[config.mk]
export PLATFORM = sky130hd
export DESIGN_NAME = loop_port_bypass_retimer
export DESIGN_NICKNAME = d
export VERILOG_FILES = /design/src/hw/pbc_pkg.sv /design/src/hw/pbc_cell.sv /design/src/hw/pbc_fifo.sv /design/src/hw/loop_port_bypass_retimer.sv
export VERILOG_INCLUDE_DIRS = /design/src /design/src/hw
export SDC_FILE = /design/constraint.sdc
export NUM_CORES = 1
export LEC_CHECK = 0
export CAP_MARGIN = 20
export CORE_MARGIN = 3
export CORE_UTILIZATION = 57
export CTS_CLUSTER_DIAMETER = 100
export CTS_CLUSTER_SIZE = 10
export DETAILED_ROUTE_END_ITERATION = 8
export DONT_BUFFER_PORTS = 1
export GPL_TIMING_DRIVEN = 0
export HOLD_SLACK_MARGIN = 0.05
export PLACE_DENSITY_LB_ADDON = 0.15
export SKIP_CTS_REPAIR_TIMING = 1
export SYNTH_ARGS = -nofsm -noshare
export SYNTH_HDL_FRONTEND = slang
export SYNTH_SLANG_ARGS = --single-unit
[constraint.sdc]
create_clock -name clk -period 2.7 [get_ports clk]
set_clock_uncertainty 0.15 [all_clocks]
set_input_delay 0.405 -clock clk [delete_from_list [all_inputs] [get_ports clk]]
set_output_delay 0.405 -clock clk [all_outputs]
set_load 0.02 [all_outputs]
[src/hw/pbc_regs.svh]
`ifndef PBC_REGS_SVH
`define PBC_REGS_SVH

// ----------------------------------------------------------------------------
// Ring geometry
// ----------------------------------------------------------------------------
`define NUM_CELLS          5
`define CABLE_CELL         0
`define CDR_CELL           0
`define FIRST_DRIVE_CELL   1

// ----------------------------------------------------------------------------
// Clocks and reference
// ----------------------------------------------------------------------------
`define CLK_PERIOD_NS      32'h0000_000A
`define REF_RATIO          5'h0A
`define REF_TOL_BITS       5'h01
`define REF_CNT_W          5
`define REF_CNT_MAX        5'h1F
`define FREQ_GOOD_PERIODS  4'h4
`define GOOD_CNT_W         4

// ----------------------------------------------------------------------------
// Phase acquisition on the incoming stream
// ----------------------------------------------------------------------------
`define PHASE_EDGES        4'h8
`define MAX_RUN_BITS       3'h5
`define RUN_CNT_W          3

// ----------------------------------------------------------------------------
// Amplitude detection, millivolts peak-to-peak
// ----------------------------------------------------------------------------
`define AMP_W              10
`define AMP_HIGH_MV        10'h190
`define AMP_LOW_MV         10'h064

// ----------------------------------------------------------------------------
// Elastic buffer behind the retimer
// ----------------------------------------------------------------------------
`define FIFO_DEPTH         4
`define FIFO_WIDTH         1
`define FIFO_LVL_W         3
`define FIFO_FILL_START    3'h2
`define IDLE_BIT           1'b0

`endif

[src/hw/pbc_pkg.sv]
// ----------------------------------------------------------------------------
// Shared types
// ----------------------------------------------------------------------------
`include "pbc_regs.svh"

package pbc_pkg;

  // Recovery loop states
  typedef enum logic [2:0] {
    CDR_FREQ_ACQ  = 3'b001,
    CDR_PHASE_ACQ = 3'b010,
    CDR_LOCKED    = 3'b100
  } cdr_state_t;

  // Pin levels sampled together in one synchroniser
  typedef struct packed {
    logic [`NUM_CELLS-1:0] drive;
    logic [`NUM_CELLS-1:0] skip_n;
  } pin_group_t;

  // Reference clock health as one bundle
  typedef struct packed {
    logic edge_seen;
    logic period_ok;
    logic lost;
  } ref_status_t;

endpackage : pbc_pkg

[src/hw/pbc_cell.sv]
`timescale 1ns/100ps
// ----------------------------------------------------------------------------
// One 2:1 selector cell of the ring
// ----------------------------------------------------------------------------
module pbc_cell (
  // Ring side
  input  wire logic upstream,
  output logic      forward,
  // Drive side
  input  wire logic skip_n,
  input  wire logic drive_in,
  output logic      drive_out
);

  // Drive always sees the ring; only the return path is selected
  assign drive_out = upstream;
  assign forward   = skip_n ? drive_in : upstream;

endmodule : pbc_cell

[src/hw/pbc_fifo.sv]
`timescale 1ns/100ps
`include "pbc_regs.svh"
// ----------------------------------------------------------------------------
// Small synchronous FIFO with valid/ready on both sides
// ----------------------------------------------------------------------------
module pbc_fifo #(
  parameter int WIDTH = `FIFO_WIDTH,
  parameter int DEPTH = `FIFO_DEPTH,
  parameter int LVL_W = `FIFO_LVL_W
) (
  // Clock and control
  input  wire logic             clk,
  input  wire logic             rst_n,
  input  wire logic             ce,
  input  wire logic             flush,
  // Fill side
  input  wire logic             wr_valid,
  output logic                  wr_ready,
  input  wire logic [WIDTH-1:0] wr_data,
  // Drain side
  output logic                  rd_valid,
  input  wire logic             rd_ready,
  output logic      [WIDTH-1:0] rd_data,
  // Occupancy
  output logic      [LVL_W-1:0] level
);

  localparam int PTR_W = $clog2(DEPTH);

  logic [WIDTH-1:0] mem [DEPTH];
  logic [PTR_W-1:0] wr_ptr_reg;
  logic [PTR_W-1:0] rd_ptr_reg;
  logic [LVL_W-1:0] count_reg;
  logic             push;
  logic             pop;

  // Handshake decode; honest full and empty from the count
  assign wr_ready = (count_reg != LVL_W'(DEPTH));
  assign rd_valid = (count_reg != '0);
  assign push     = wr_valid & wr_ready;
  assign pop      = rd_valid & rd_ready;
  assign rd_data  = mem[rd_ptr_reg];
  assign level    = count_reg;

  // Storage, no reset needed on the data itself
  always_ff @(posedge clk) begin
    if (ce && push) begin
      mem[wr_ptr_reg] <= wr_data;
    end
  end

  // Pointers and count
  always_ff @(posedge clk or negedge rst_n) begin
    if (!rst_n) begin
      wr_ptr_reg <= '0;
      rd_ptr_reg <= '0;
      count_reg  <= '0;
    end else if (ce) begin
      if (flush) begin
        wr_ptr_reg <= '0;
        rd_ptr_reg <= '0;
        count_reg  <= '0;
      end else begin
        if (push) wr_ptr_reg <= PTR_W'(wr_ptr_reg + 1'b1);
        if (pop)  rd_ptr_reg <= PTR_W'(rd_ptr_reg + 1'b1);
        count_reg <= LVL_W'(count_reg + LVL_W'(push) - LVL_W'(pop));
      end
    end
  end

endmodule : pbc_fifo

[src/hw/loop_port_bypass_retimer.sv]
// Overview of operation
// - Five selector cells chained; each forwards its drive input or the upstream stream.
// - Each cell is either in-loop (drive used) or bypassed (drive skipped).
// - In-loop cell sends upstream stream to its drive and forwards the drive's return.
// - Low port_skip_n forwards upstream unchanged and ignores the drive input.
// - port_skip_n reads high when unconnected, selecting in-loop mode.
// - Cable on cell 0, drives on cells 1-4: retiming precedes the first drive.
// - Cable cell choice places the retimer relative to drives A to D.
// - Recovery acquires frequency from freq_ref_clock, then phase, repeatedly and automatically.
// - Lock needs no training input; locked recovery resamples the stream for its output.
// - amplitude_ok high above 400 mV, low below 100 mV, undefined between.
// - amplitude_ok tracks the cable only when the retimer precedes the first drive.
// - Device also serves as five pass-through buffers, one of them retimed.
`timescale 1ns/100ps
`include "pbc_regs.svh"

module loop_port_bypass_retimer
  import pbc_pkg::*;
(
  // Clock, reset, enable
  input  wire logic                   clk,
  input  wire logic                   rst_n,
  input  wire logic                   ce,
  // Serial ring pins, one bit per line clock
  input  wire logic [`NUM_CELLS-1:0]  drive_in,
  output logic      [`NUM_CELLS-1:0]  drive_out,
  // Per-cell bypass straps, active low
  input  wire logic [`NUM_CELLS-1:0]  port_skip_n,
  // Recovery reference and status
  input  wire logic                   freq_ref_clock,
  output logic                        cdr_locked,
  // Amplitude detection on cell 0's drive input
  input  wire logic [`AMP_W-1:0]      amp_level_mv,
  output logic                        amplitude_ok
);

  // --------------------------------------------------------------------------
  // Pin synchronisers
  // --------------------------------------------------------------------------
  pin_group_t pins_raw;
  pin_group_t pins_meta_reg;
  pin_group_t pins_sync_reg;
  logic       ref_meta_reg;
  logic       ref_sync_reg;
  logic       ref_prev_reg;

  // Group the pins so they cross together
  assign pins_raw = '{drive: drive_in, skip_n: port_skip_n};

  // Skip straps come out of reset high, as an undriven pulled-up pin reads
  always_ff @(posedge clk or negedge rst_n) begin
    if (!rst_n) begin
      pins_meta_reg <= '{drive: '0, skip_n: '1};
      pins_sync_reg <= '{drive: '0, skip_n: '1};
    end else if (ce) begin
      pins_meta_reg <= pins_raw;
      pins_sync_reg <= pins_meta_reg;
    end
  end

  // Reference clock sampled as a level, edge found after the second stage
  always_ff @(posedge clk or negedge rst_n) begin
    if (!rst_n) begin
      ref_meta_reg <= 1'b0;
      ref_prev_reg <= 1'b0;
      ref_sync_reg <= 1'b0;
    end else if (ce) begin
      ref_meta_reg <= freq_ref_clock;
      ref_sync_reg <= ref_meta_reg;
      ref_prev_reg <= ref_sync_reg;
    end
  end

  // --------------------------------------------------------------------------
  // Selector ring
  // --------------------------------------------------------------------------
  logic [`NUM_CELLS-1:0] upstream;
  logic [`NUM_CELLS-1:0] forward;
  logic [`NUM_CELLS-1:0] cell_drive_out;
  logic                  line_after_cdr;

  // Each cell is the same selector; the retimed stream re-enters at cell 1.
  // The registered retimer is what breaks the otherwise closed ring.
  generate
    for (genvar i = 0; i < `NUM_CELLS; i++) begin : g_cell
      if (i == `CDR_CELL) begin : g_close
        assign upstream[i] = forward[`NUM_CELLS-1];
      end else if (i == `FIRST_DRIVE_CELL) begin : g_after_cdr
        assign upstream[i] = line_after_cdr;
      end else begin : g_chain
        assign upstream[i] = forward[i-1];
      end
      pbc_cell u_cell (
        .upstream  (upstream[i]),
        .forward   (forward[i]),
        .skip_n    (pins_sync_reg.skip_n[i]),
        .drive_in  (pins_sync_reg.drive[i]),
        .drive_out (cell_drive_out[i])
      );
    end
  endgenerate

  // Drive pins launched from flops, one register per line bit
  logic [`NUM_CELLS-1:0] drive_out_reg;

  // Any cell can double as a plain buffer; cell 0's path is the retimed one
  always_ff @(posedge clk or negedge rst_n) begin
    if (!rst_n) begin
      drive_out_reg <= '0;
    end else if (ce) begin
      drive_out_reg <= cell_drive_out;
    end
  end

  assign drive_out = drive_out_reg;

  // --------------------------------------------------------------------------
  // Reference frequency check
  // --------------------------------------------------------------------------
  logic [`REF_CNT_W-1:0]  ref_cnt_reg;
  logic [`REF_CNT_W-1:0]  ref_cnt_next;
  logic [`GOOD_CNT_W-1:0] freq_good_reg;
  ref_status_t            ref_status;
  logic                   ref_rise;
  logic [`REF_CNT_W-1:0]  ref_period;

  // A ref period of ten line bits, give or take one, counts as on frequency
  assign ref_rise     = ref_sync_reg & ~ref_prev_reg;
  assign ref_period   = `REF_CNT_W'(ref_cnt_reg + 1'b1);
  assign ref_cnt_next = ref_rise ? '0 :
                        (ref_cnt_reg == `REF_CNT_MAX) ? ref_cnt_reg : `REF_CNT_W'(ref_cnt_reg + 1'b1);
  assign ref_status.edge_seen = ref_rise;
  assign ref_status.period_ok = (ref_period >= `REF_CNT_W'(`REF_RATIO - `REF_TOL_BITS)) &&
                                (ref_period <= `REF_CNT_W'(`REF_RATIO + `REF_TOL_BITS));
  assign ref_status.lost      = (ref_cnt_reg == `REF_CNT_MAX);

  // Period counter and run of good periods
  always_ff @(posedge clk or negedge rst_n) begin
    if (!rst_n) begin
      ref_cnt_reg   <= '0;
      freq_good_reg <= '0;
    end else if (ce) begin
      ref_cnt_reg <= ref_cnt_next;
      if (ref_status.lost) begin
        freq_good_reg <= '0;
      end else if (ref_status.edge_seen) begin
        if (!ref_status.period_ok) begin
          freq_good_reg <= '0;
        end else if (freq_good_reg != `FREQ_GOOD_PERIODS) begin
          freq_good_reg <= `GOOD_CNT_W'(freq_good_reg + 1'b1);
        end
      end
    end
  end

  // --------------------------------------------------------------------------
  // Incoming stream activity at the retimer input
  // --------------------------------------------------------------------------
  logic                   cdr_in_prev_reg;
  logic [`RUN_CNT_W-1:0]  run_len_reg;
  logic                   data_edge;
  logic                   run_too_long;

  // 8b/10b never holds a level longer than five bits; a run of seven bits or more is taken as no data
  assign data_edge    = forward[`CDR_CELL] ^ cdr_in_prev_reg;
  assign run_too_long = (run_len_reg >= `MAX_RUN_BITS) & ~data_edge;

  // Run length since the last transition
  always_ff @(posedge clk or negedge rst_n) begin
    if (!rst_n) begin
      cdr_in_prev_reg <= 1'b0;
      run_len_reg     <= '0;
    end else if (ce) begin
      cdr_in_prev_reg <= forward[`CDR_CELL];
      if (data_edge) begin
        run_len_reg <= '0;
      end else if (run_len_reg != `MAX_RUN_BITS) begin
        run_len_reg <= `RUN_CNT_W'(run_len_reg + 1'b1);
      end
    end
  end

  // --------------------------------------------------------------------------
  // Recovery loop state machine
  // --------------------------------------------------------------------------
  cdr_state_t             cdr_state_reg;
  cdr_state_t             cdr_state_next;
  logic [`GOOD_CNT_W-1:0] edge_cnt_reg;
  logic                   freq_locked;
  logic                   freq_fault;
  logic                   phase_locked;
  logic                   lock_drop;

  // Lock is earned purely from ref and data; nothing outside trains it
  assign freq_locked  = (freq_good_reg == `FREQ_GOOD_PERIODS);
  assign freq_fault   = ref_status.lost | (ref_status.edge_seen & ~ref_status.period_ok);
  assign phase_locked = (edge_cnt_reg == `PHASE_EDGES) & data_edge;
  assign lock_drop    = (cdr_state_reg != CDR_FREQ_ACQ) & (freq_fault | run_too_long);

  // Frequency first, then phase; a reference fault, or a long run once locked, falls back and starts over
  always_comb begin
    cdr_state_next = cdr_state_reg;
    case (cdr_state_reg)
      CDR_FREQ_ACQ: begin
        if (freq_locked && !freq_fault) cdr_state_next = CDR_PHASE_ACQ;
      end
      CDR_PHASE_ACQ: begin
        if (freq_fault)        cdr_state_next = CDR_FREQ_ACQ;
        else if (phase_locked) cdr_state_next = CDR_LOCKED;
      end
      CDR_LOCKED: begin
        if (freq_fault || run_too_long) cdr_state_next = CDR_FREQ_ACQ;
      end
      default: begin
        cdr_state_next = CDR_FREQ_ACQ;
      end
    endcase
  end

  // State and edge count during phase acquisition
  always_ff @(posedge clk or negedge rst_n) begin
    if (!rst_n) begin
      cdr_state_reg <= CDR_FREQ_ACQ;
      edge_cnt_reg  <= '0;
    end else if (ce) begin
      cdr_state_reg <= cdr_state_next;
      if (cdr_state_reg != CDR_PHASE_ACQ || run_too_long) begin
        edge_cnt_reg <= '0;
      end else if (data_edge && edge_cnt_reg != `PHASE_EDGES) begin
        edge_cnt_reg <= `GOOD_CNT_W'(edge_cnt_reg + 1'b1);
      end
    end
  end

  // --------------------------------------------------------------------------
  // Retimer and elastic buffer
  // --------------------------------------------------------------------------
  logic                   sample_tick;
  logic                   retime_bit_reg;
  logic                   retime_valid_reg;
  logic                   fifo_wr_ready;
  logic                   fifo_rd_valid;
  logic                   fifo_rd_ready;
  logic [`FIFO_WIDTH-1:0] fifo_rd_data;
  logic [`FIFO_LVL_W-1:0] fifo_level;
  logic                   fill_hold_reg;
  logic                   cdr_locked_reg;

  // Recovered clock is one sample per line bit once bit-locked
  assign sample_tick   = (cdr_state_reg == CDR_LOCKED);
  assign fifo_rd_ready = cdr_locked_reg & ~fill_hold_reg;
  assign line_after_cdr = (fifo_rd_valid & fifo_rd_ready) ? fifo_rd_data[0] : `IDLE_BIT;

  // Single sample stage; it holds its bit while the buffer is full
  always_ff @(posedge clk or negedge rst_n) begin
    if (!rst_n) begin
      retime_bit_reg   <= 1'b0;
      retime_valid_reg <= 1'b0;
    end else if (ce) begin
      if (lock_drop) begin
        retime_valid_reg <= 1'b0;
      end else if (sample_tick && (!retime_valid_reg || fifo_wr_ready)) begin
        retime_bit_reg   <= forward[`CDR_CELL];
        retime_valid_reg <= 1'b1;
      end else if (fifo_wr_ready) begin
        retime_valid_reg <= 1'b0;
      end
    end
  end

  // Drain waits until the buffer is half full after each new lock, for slip room
  always_ff @(posedge clk or negedge rst_n) begin
    if (!rst_n) begin
      fill_hold_reg  <= 1'b1;
      cdr_locked_reg <= 1'b0;
    end else if (ce) begin
      cdr_locked_reg <= (cdr_state_next == CDR_LOCKED);
      if (cdr_state_next != CDR_LOCKED) begin
        fill_hold_reg <= 1'b1;
      end else if (fifo_level >= `FIFO_FILL_START) begin
        fill_hold_reg <= 1'b0;
      end
    end
  end

  assign cdr_locked = cdr_locked_reg;

  // Four-entry elastic buffer between sampler and ring
  pbc_fifo #(
    .WIDTH (`FIFO_WIDTH),
    .DEPTH (`FIFO_DEPTH),
    .LVL_W (`FIFO_LVL_W)
  ) u_fifo (
    .clk      (clk),
    .rst_n    (rst_n),
    .ce       (ce),
    .flush    (lock_drop),
    .wr_valid (retime_valid_reg),
    .wr_ready (fifo_wr_ready),
    .wr_data  (retime_bit_reg),
    .rd_valid (fifo_rd_valid),
    .rd_ready (fifo_rd_ready),
    .rd_data  (fifo_rd_data),
    .level    (fifo_level)
  );

  // --------------------------------------------------------------------------
  // Amplitude detection
  // --------------------------------------------------------------------------
  logic [`AMP_W-1:0] amp_meta_reg;
  logic [`AMP_W-1:0] amp_sync_reg;
  logic [`AMP_W-1:0] amp_prev_reg;
  logic              amp_stable;
  logic              amp_high;
  logic              amp_low;
  logic              amplitude_ok_reg;

  // Multi-bit level: only trusted when two synced samples agree
  assign amp_stable = (amp_sync_reg == amp_prev_reg);
  assign amp_high   = amp_stable & (amp_sync_reg >= `AMP_HIGH_MV);
  assign amp_low    = amp_stable & (amp_sync_reg <= `AMP_LOW_MV);

  // Level synchroniser and stability sample
  always_ff @(posedge clk or negedge rst_n) begin
    if (!rst_n) begin
      amp_meta_reg <= '0;
      amp_sync_reg <= '0;
      amp_prev_reg <= '0;
    end else if (ce) begin
      amp_meta_reg <= amp_level_mv;
      amp_sync_reg <= amp_meta_reg;
      amp_prev_reg <= amp_sync_reg;
    end
  end

  // Between the thresholds the flag simply keeps its last value.
  // It watches cell 0's input, which is the cable only with the cable on cell 0.
  always_ff @(posedge clk or negedge rst_n) begin
    if (!rst_n) begin
      amplitude_ok_reg <= 1'b0;
    end else if (ce) begin
      if (amp_high) begin
        amplitude_ok_reg <= 1'b1;
      end else if (amp_low) begin
        amplitude_ok_reg <= 1'b0;
      end
    end
  end

  assign amplitude_ok = amplitude_ok_reg;

endmodule : loop_port_bypass_retimer

## Word-level counts from Yosys, hierarchy flattened

Memory sizes are Yosys's and may differ from the RTL's.
Cells that the tools add are included.

- Register bits: 90
- Latch bits: 0
- Memory bits (writable): 4
- Memory bits (read-only): 0
- Input bits: 24
- Output and inout bits: 7
- Word-level logic and storage cells: 139
- Memories kept: 1

- Add/sub/neg operators: 8
- $mul: 0
- Divide/modulo/power cells: 0
- Order comparisons: 6
- Eq/ne operators: 17
- Shifts and indexed selects: 0
- Multiplexer cells: 35
- Bitwise logic cells: 18
- Reduce and logical (&&, ||, !) cells: 29

Memory list:

| memory | words | width | read ports | clocked after Yosys merged registers in | wr ports | line | text |
|---|---|---|---|---|---|---|---|
| u_fifo.mem | 4 | 1 | 1 | 0 | 1 | pbc_fifo.sv:30 | `logic [WIDTH-1:0] mem [DEPTH];` |

Operator list:

| kind | count |
|---|---|
| 4-bit two-way mux | 6 |
| 3-bit two-way mux | 7 |
| 2-bit AND reduction | 8 |
| 1-bit two-way mux | 15 |
| 2-bit nonzero test | 7 |
| 1-bit bitwise AND | 10 |
| 10-bit equality test | 1 |
| 10-bit by 9-bit greater-or-equal comparator with 1-bit output (second input constant) | 1 |
| 10-bit by 7-bit <= comparator with 1-bit output (second input constant) | 1 |
| 5-bit two-way mux | 2 |
| 3-bit inequality test (second input constant) | 3 |
| 3-bit one-hot mux with 3 select lines | 1 |
| 4-bit by 1-bit adder with 4-bit output (second input constant) | 2 |
| 2-bit two-way mux | 4 |
| 3-bit equality test (second input constant) | 2 |
| 3-bit by 2-bit inequality test with 1-bit output (second input constant) | 2 |
| 3-bit AND reduction | 2 |
| 3-bit nonzero test | 2 |
| 5-bit by 1-bit adder with 5-bit output (second input constant) | 1 |
| 5-bit equality test (second input constant) | 1 |
| 5-bit by 4-bit greater-or-equal comparator with 1-bit output (second input constant) | 1 |
| 5-bit by 4-bit <= comparator with 1-bit output (second input constant) | 1 |
| 1-bit logical AND | 5 |
| 1-bit inverter | 5 |
| 18 further kinds | 23 |

## Logic depth before layout (Yosys ltp)

- Word-level depth: 18
- Mapped depth: 10
- Mapped depth without buffers: 10

## Cells and area by module

From an unflattened synthesis, not the netlist that was laid out.

- Cells, all modules: 373
- Area total of the unflattened synthesis: 4603.2 um^2

Modules (own cells, without submodules):

| module | times used | cells an instance | area an instance (um^2) | seq. area each (um^2) |
|---|---|---|---|---|
| loop_port_bypass_retimer | 1 | 303 | 3816.2 | 2092.0 |
| pbc_fifo | 1 | 60 | 674.4 | 295.3 |
| pbc_cell | 5 | 2 | 22.5 | 0.0 |

## Least setup slack after synthesis

OpenSTA, ideal clock, no wires.

- Path type: flip-flop to flip-flop
- Start point: register ref_cnt_reg[0]
- End point: register retime_bit_reg
- Arrival: 2609 ps
- Required time: 2423 ps
- Setup slack: -186 ps
- Stages on the path, launching flop included: 8
- Buffers on the path: 0
- Clock period less this slack: 2886 ps
- Cell sequence: dfrtp_1 -> ha_1 -> and3_1 -> ha_1 -> or3_1 -> o41ai_4 -> nand3_1 -> mux2_1

- Cells in the longest elaborated chain, start to end: 10
- Elaborated cells on any way between the ends: 12
- Those cells by class: 1 x add/sub; 2 x order compare; 1 x eq/ne; 6 x bitwise; 2 x reduce/logical

Ends and longest elaborated chain:

| element | line | text |
|---|---|---|
| start: declaration | loop_port_bypass_retimer.sv:120 | `` logic [`REF_CNT_W-1:0] ref_cnt_reg; `` |
| start signal: assignment | loop_port_bypass_retimer.sv:143 | `ref_cnt_reg <= ref_cnt_next;` |
| 5-bit by 1-bit adder with 5-bit output | loop_port_bypass_retimer.sv:129 | `` assign ref_period = `REF_CNT_W'(ref_cnt_reg + 1'b1); `` |
| 5-bit by 4-bit greater-or-equal comparator with 1-bit output / 5-bit by 4-bit <= comparator with 1-bit output (equally long branches) | loop_port_bypass_retimer.sv:133, loop_port_bypass_retimer.sv:134 |  |
| 1-bit logical AND | loop_port_bypass_retimer.sv:133 | `` assign ref_status.period_ok = (ref_period >= `REF_CNT_W'(`REF_RATIO - `REF_TOL_BITS)) && `` |
| 1-bit inverter | loop_port_bypass_retimer.sv:196 | `assign freq_fault = ref_status.lost \| (ref_status.edge_seen & ~ref_status.period_ok);` |
| 1-bit bitwise AND | loop_port_bypass_retimer.sv:196 |  |
| 1-bit bitwise OR * | loop_port_bypass_retimer.sv:196 |  |
| 1-bit bitwise OR * | loop_port_bypass_retimer.sv:198 | `assign lock_drop = (cdr_state_reg != CDR_FREQ_ACQ) & (freq_fault \| run_too_long);` |
| 1-bit bitwise AND * | loop_port_bypass_retimer.sv:198 |  |
| 1-bit inverter (no line) * | -- |  |
| 3-bit AND reduction (no line) * | -- |  |
| end signal: assignment | loop_port_bypass_retimer.sv:263 | `` retime_bit_reg <= forward[`CDR_CELL]; `` |
| end: declaration | loop_port_bypass_retimer.sv:239 | `logic retime_bit_reg;` |

Every way passes the cells marked *; elsewhere a longest branch is shown, timed or not.
A chain may end at the register's enable or synchronous reset.

## Worst setup path in the final report

- Start point: register ref_cnt_reg[0]
- End point: register cdr_state_reg[2]

- Cells in the longest elaborated chain, start to end: 10
- Elaborated cells on any way between the ends: 15
- Those cells by class: 1 x add/sub; 2 x order compare; 1 x eq/ne; 4 x mux; 3 x bitwise; 4 x reduce/logical

Ends and longest elaborated chain:

| element | line | text |
|---|---|---|
| 5-bit by 1-bit adder with 5-bit output | loop_port_bypass_retimer.sv:129 |  |
| 5-bit by 4-bit greater-or-equal comparator with 1-bit output / 5-bit by 4-bit <= comparator with 1-bit output (equally long branches) | loop_port_bypass_retimer.sv:133, loop_port_bypass_retimer.sv:134 |  |
| 1-bit logical AND | loop_port_bypass_retimer.sv:133 |  |
| 1-bit inverter | loop_port_bypass_retimer.sv:196 |  |
| 1-bit bitwise AND | loop_port_bypass_retimer.sv:196 |  |
| 1-bit bitwise OR * | loop_port_bypass_retimer.sv:196 |  |
| 1-bit zero test | loop_port_bypass_retimer.sv:205 | `if (freq_locked && !freq_fault) cdr_state_next = CDR_PHASE_ACQ;` |
| 1-bit logical AND | loop_port_bypass_retimer.sv:205 |  |
| 3-bit two-way mux | loop_port_bypass_retimer.sv:205 |  |
| 3-bit one-hot mux with 3 select lines * | loop_port_bypass_retimer.sv:203 | `case (cdr_state_reg)` |
| end signal: assignment | loop_port_bypass_retimer.sv:226 | `cdr_state_reg <= cdr_state_next;` |
| end: declaration | loop_port_bypass_retimer.sv:186 | `cdr_state_t cdr_state_reg;` |

Marked as above.

==> impl_metrics.xml <==
<?xml version="1.0" encoding="UTF-8"?>
<metrics>
  <group name="timing">
    <metric name="tightestPinTransition" unit="ns">0.8152</metric>
    <metric name="report.final.slew_viol_count" unit="">0</metric>
    <metric name="report.final.hold_viol_count" unit="">0</metric>
    <metric name="relSlewSlack" unit="%">45.19</metric>
    <metric name="min_period" unit="ns">2.654</metric>
    <metric name="fmax" unit="GHz">0.3767</metric>
    <metric name="timing.final.setup_violations" unit="">0</metric>
    <metric name="min_period_over_period" unit="%">98.31</metric>
    <metric name="layout_setup_ws" unit="ns">0.04552</metric>
  </group>
  <group name="logic_synthesis">
    <metric name="synth-edff-count" unit="">4</metric>
    <metric name="synth-main-ff-cell" unit="">dfrtp_1</metric>
    <metric name="synthDistinctLibCells" unit="">59</metric>
    <metric name="synth_async_sr_flop_share" unit="%">95.74</metric>
    <metric name="main_combinational_cell_family_by_area_after_synthesis" unit="">multiplexers</metric>
    <metric name="synth.largest_area_cell" unit="">dfrtp_1</metric>
    <metric name="synthCells" unit="">408</metric>
    <metric name="yosys-top-cells-area" unit="">dfrtp_1, mux2_2, dfstp_2</metric>
    <metric name="synth_compound_area_share" unit="%">12.96</metric>
    <metric name="synth-adder-area-share" unit="%">4.918</metric>
    <metric name="synth_sequential_area_ratio" unit="%">50.45</metric>
    <metric name="synth_area_in_xor_xnor" unit="%">3.146</metric>
    <metric name="synth_simple_gate_area_share" unit="%">10.84</metric>
    <metric name="yosys_warn_count" unit="">0</metric>
    <metric name="synth.area.mux_share" unit="%">14.65</metric>
    <metric name="synth.avg_cell_area" unit="um^2">11.60</metric>
    <metric name="netlist_area" unit="mm^2">0.004732</metric>
    <metric name="yosys.area.top_type_share" unit="%">41.25</metric>
    <metric name="synth.ff_latch_count" unit="">94</metric>
    <metric name="syn-num-nets" unit="">450</metric>
  </group>
  <group name="floorplan">
    <metric name="floorplan.initialDensity" unit="%">59.99</metric>
    <metric name="row_count" unit="">32</metric>
    <metric name="dieArea" unit="mm^2">0.009431</metric>
    <metric name="die_width" unit="um">97.12</metric>
    <metric name="die_height" unit="um">97.12</metric>
    <metric name="placeableCoreArea" unit="mm^2">0.007888</metric>
    <metric name="design.portCount" unit="">31</metric>
  </group>
  <group name="clock_tree">
    <metric name="cts_sinks" unit="">94</metric>
    <metric name="ctsRootBufferMaster" unit="">clkbuf_8</metric>
    <metric name="cts_made_buffers" unit="">9</metric>
    <metric name="cts.clk_slew.worst_paths" unit="ns">0.10</metric>
    <metric name="htreeDepth" unit="">3</metric>
    <metric name="clk_latency" unit="ns">0.36</metric>
    <metric name="cts_buffer_depth" unit="">2</metric>
    <metric name="clock_tree_from_tritoncts" unit="">yes</metric>
  </group>
  <group name="grt">
    <metric name="initial_antenna_violation_count" unit="">0</metric>
    <metric name="grt_pass1_wl" unit="um">14580</metric>
    <metric name="grt_start_max_net_pins" unit="">91</metric>
    <metric name="vias_in_the_first_global_route" unit="">3022</metric>
    <metric name="track_usage" unit="%">18.79</metric>
    <metric name="grt-ovfl-total" unit="">0</metric>
  </group>
  <group name="placement">
    <metric name="hpwl_detailed" unit="um">6027</metric>
    <metric name="routabilityCongestion" unit="">0.8124</metric>
    <metric name="numPortBuffers" unit="">0</metric>
    <metric name="place_ws" unit="ns">-0.2103</metric>
  </group>
  <group name="worst_setup_path">
    <metric name="timing.setup.critical_path_class" unit="">flop to flop</metric>
    <metric name="cp-end-kind" unit="">flop</metric>
    <metric name="r2r_cells" unit="">9</metric>
    <metric name="worst-path-max-fanout" unit="">7</metric>
    <metric name="worst_ep_arrival_time" unit="ns">2.78</metric>
    <metric name="worst-endpoint-required" unit="ns">2.82</metric>
    <metric name="worst_setup_path_start_kind" unit="">flop</metric>
  </group>
  <group name="power_and_ir_drop">
    <metric name="worst_ir_drop_vdd" unit="mV">0.4258</metric>
    <metric name="cellPowerDensity" unit="mW/mm^2">685.0</metric>
    <metric name="cellLeakagePower" unit="nW">2.288</metric>
  </group>
  <group name="drt">
    <metric name="detailedRoute.firstIterationViolations" unit="">174</metric>
    <metric name="num_vias" unit="">3286</metric>
    <metric name="drt-pass1-iter-count" unit="">4</metric>
    <metric name="detail_route.vias_per_cell" unit="">5.889</metric>
    <metric name="antenna_violating_nets_post_route" unit="">0</metric>
    <metric name="wl_per_cell" unit="um">16.41</metric>
    <metric name="detail_route.drc_violations" unit="">0</metric>
    <metric name="postRouteWirelength" unit="um">9154</metric>
  </group>
  <group name="final_layout">
    <metric name="postLayoutCoreUtil" unit="%">69.78</metric>
    <metric name="post_route_cells_drive_above_1_share" unit="%">26.32</metric>
    <metric name="diodes" unit="">0</metric>
    <metric name="fin_nets" unit="">493</metric>
    <metric name="syn2layout_area_growth" unit="%">16.31</metric>
  </group>
  <group name="hold_path">
    <metric name="hold-path-cell-count" unit="">2</metric>
    <metric name="hold_path_class" unit="">flop to flop</metric>
  </group>
  <group name="status">
    <metric name="outcome" unit="">finished, final reports clean</metric>
  </group>
  <group name="flow_run">
    <metric name="max-cap-violations" unit="">0</metric>
  </group>
</metrics>
critical path: stages, from the launching register on:
cell and delay (ns):
dfrtp_1 0.45, ha_4 0.19, and3_4 0.18, ha_4 0.21
or3_4 0.38, o41ai_4 0.34, buf_4 0.20, and3_4 0.20
a32oi_2 0.13, o21ai_0 0.13
routing by layer:
| layer | track usage (%) | up-vias | part of all wire (%) |
|---|---|---|---|
| met3 | 3.159 | 12 | 3.4 |
| li1 | - | 1568 | - |
| met2 | 28.50 | 62 | 47 |
| met4 | 7.775 | 0 | 1.3 |
| met1 | 26.91 | 1644 | 48 |
| met5 | 0 | - | 0 |
Yosys cell counts (10+ instances only):
master	number
dfrtp_1	78
mux2_2	55
inv_1	24
o21ai_0	23
nand2_1	20
ha_1	17
xor2_1	14
a21oi_1	13
nor2_1	13
clkbuf_1	12
dfstp_2	12
and3_1	10
layout make-up:
| type | instances | area, um^2 |
|---|---|---|
| Sequential cell | 94 | 2390 |
| Fill cell | 587 | 2384 |
| Multi-Input combinational cell | 276 | 2301 |
| Timing Repair Buffer | 32 | 315.3 |
| Clock buffer | 13 | 158.9 |
| Tap cell | 102 | 127.6 |
| Inverter | 24 | 90.09 |
| Clock inverter | 3 | 67.56 |
| Buffer | 14 | 53.80 |
cell families (layout without fill, tap and decap cells):
| kind of cell | Yosys count | in the layout |
|---|---|---|
| xor gates and xnor gates | 17 | 17 |
| buffers and inverters | 38 | 86 |
| muxes | 61 | 61 |
| adders and majority gates | 18 | 18 |
| DFF | 94 | 94 |
| and+or+nand+nor | 96 | 96 |
| AOI/OAI and AO/OA | 84 | 84 |
placed cells by master, fill, tap and decap left out, types with 3 or more instances in the layout:
cell type | synthesis | final
mux2_2 | 55 | 55
nand2b_1 | 3 | 3
nand2_1 | 20 | 20
o22ai_1 | 6 | 6
xnor2_1 | 3 | 3
edfxtp_1 | 4 | 4
nand4_1 | 4 | 4
buf_4 | 0 | 9
o21ai_1 | 2 | 4
nand3_1 | 9 | 8
xor2_1 | 14 | 14
dfrtp_1 | 78 | 76
mux2i_1 | 4 | 4
a31oi_1 | 4 | 4
nor2b_1 | 5 | 4
and2_1 | 5 | 5
o211ai_1 | 4 | 4
o21ai_0 | 23 | 21
and3_1 | 10 | 8
nor3_1 | 9 | 9
nor4_1 | 3 | 3
clkbuf_8 | 0 | 11
clkbuf_1 | 12 | 14
inv_1 | 24 | 24
a21oi_1 | 13 | 13
nor2_1 | 13 | 12
dfstp_2 | 12 | 12
ha_1 | 17 | 15
a22o_1 | 5 | 5
dlygate4sd3_1 | 0 | 22
nor3b_1 | 4 | 4
power breakdown:
part / switching [mW] / total [mW] / internal, mW
logic: 0.434 / 0.875 / 0.441
clock network: 0.489 / 1.06 / 0.574
registers: 0.209 / 1.83 / 1.62
worst paths after layout:
check | startpoint | end | slack [ns]
max reg2reg | ref_cnt_reg[0]$_DFFE_PN0P_ | cdr_state_reg[2]$_DFFE_PN0P_ | 0.05
max | ref_cnt_reg[0]$_DFFE_PN0P_ | cdr_state_reg[2]$_DFFE_PN0P_ | 0.05
min in group asynchronous | rst_n | freq_good_reg[3]$_DFFE_PN0P_ | 0.44
max in group asynchronous | rst_n | pins_meta_reg[0]$_DFFE_PN1P_ | 1.56
min | pins_meta_reg[1]$_DFFE_PN1P_ | pins_sync_reg[1]$_DFFE_PN1P_ | 0.34
min reg2reg | pins_meta_reg[1]$_DFFE_PN1P_ | pins_sync_reg[1]$_DFFE_PN1P_ | 0.34
through the flow:
step	hold slack [ns]	TNS (ns)	power [mW]	std cells	instance area, um^2
after global placement	-0.03716	-1.247	2.556	510	4876
after CTS	-0.4367	-1.818	3.639	526	5102
after global routing	0.3657	-0.1305	3.967	558	5504
after detailed placement	-0.03726	-1.247	2.589	510	4876
final	0.3422	0	3.770	558	5504
after floorplan	-0.04059	0	2.420	408	4748
(Power assumes the default switching activity.)
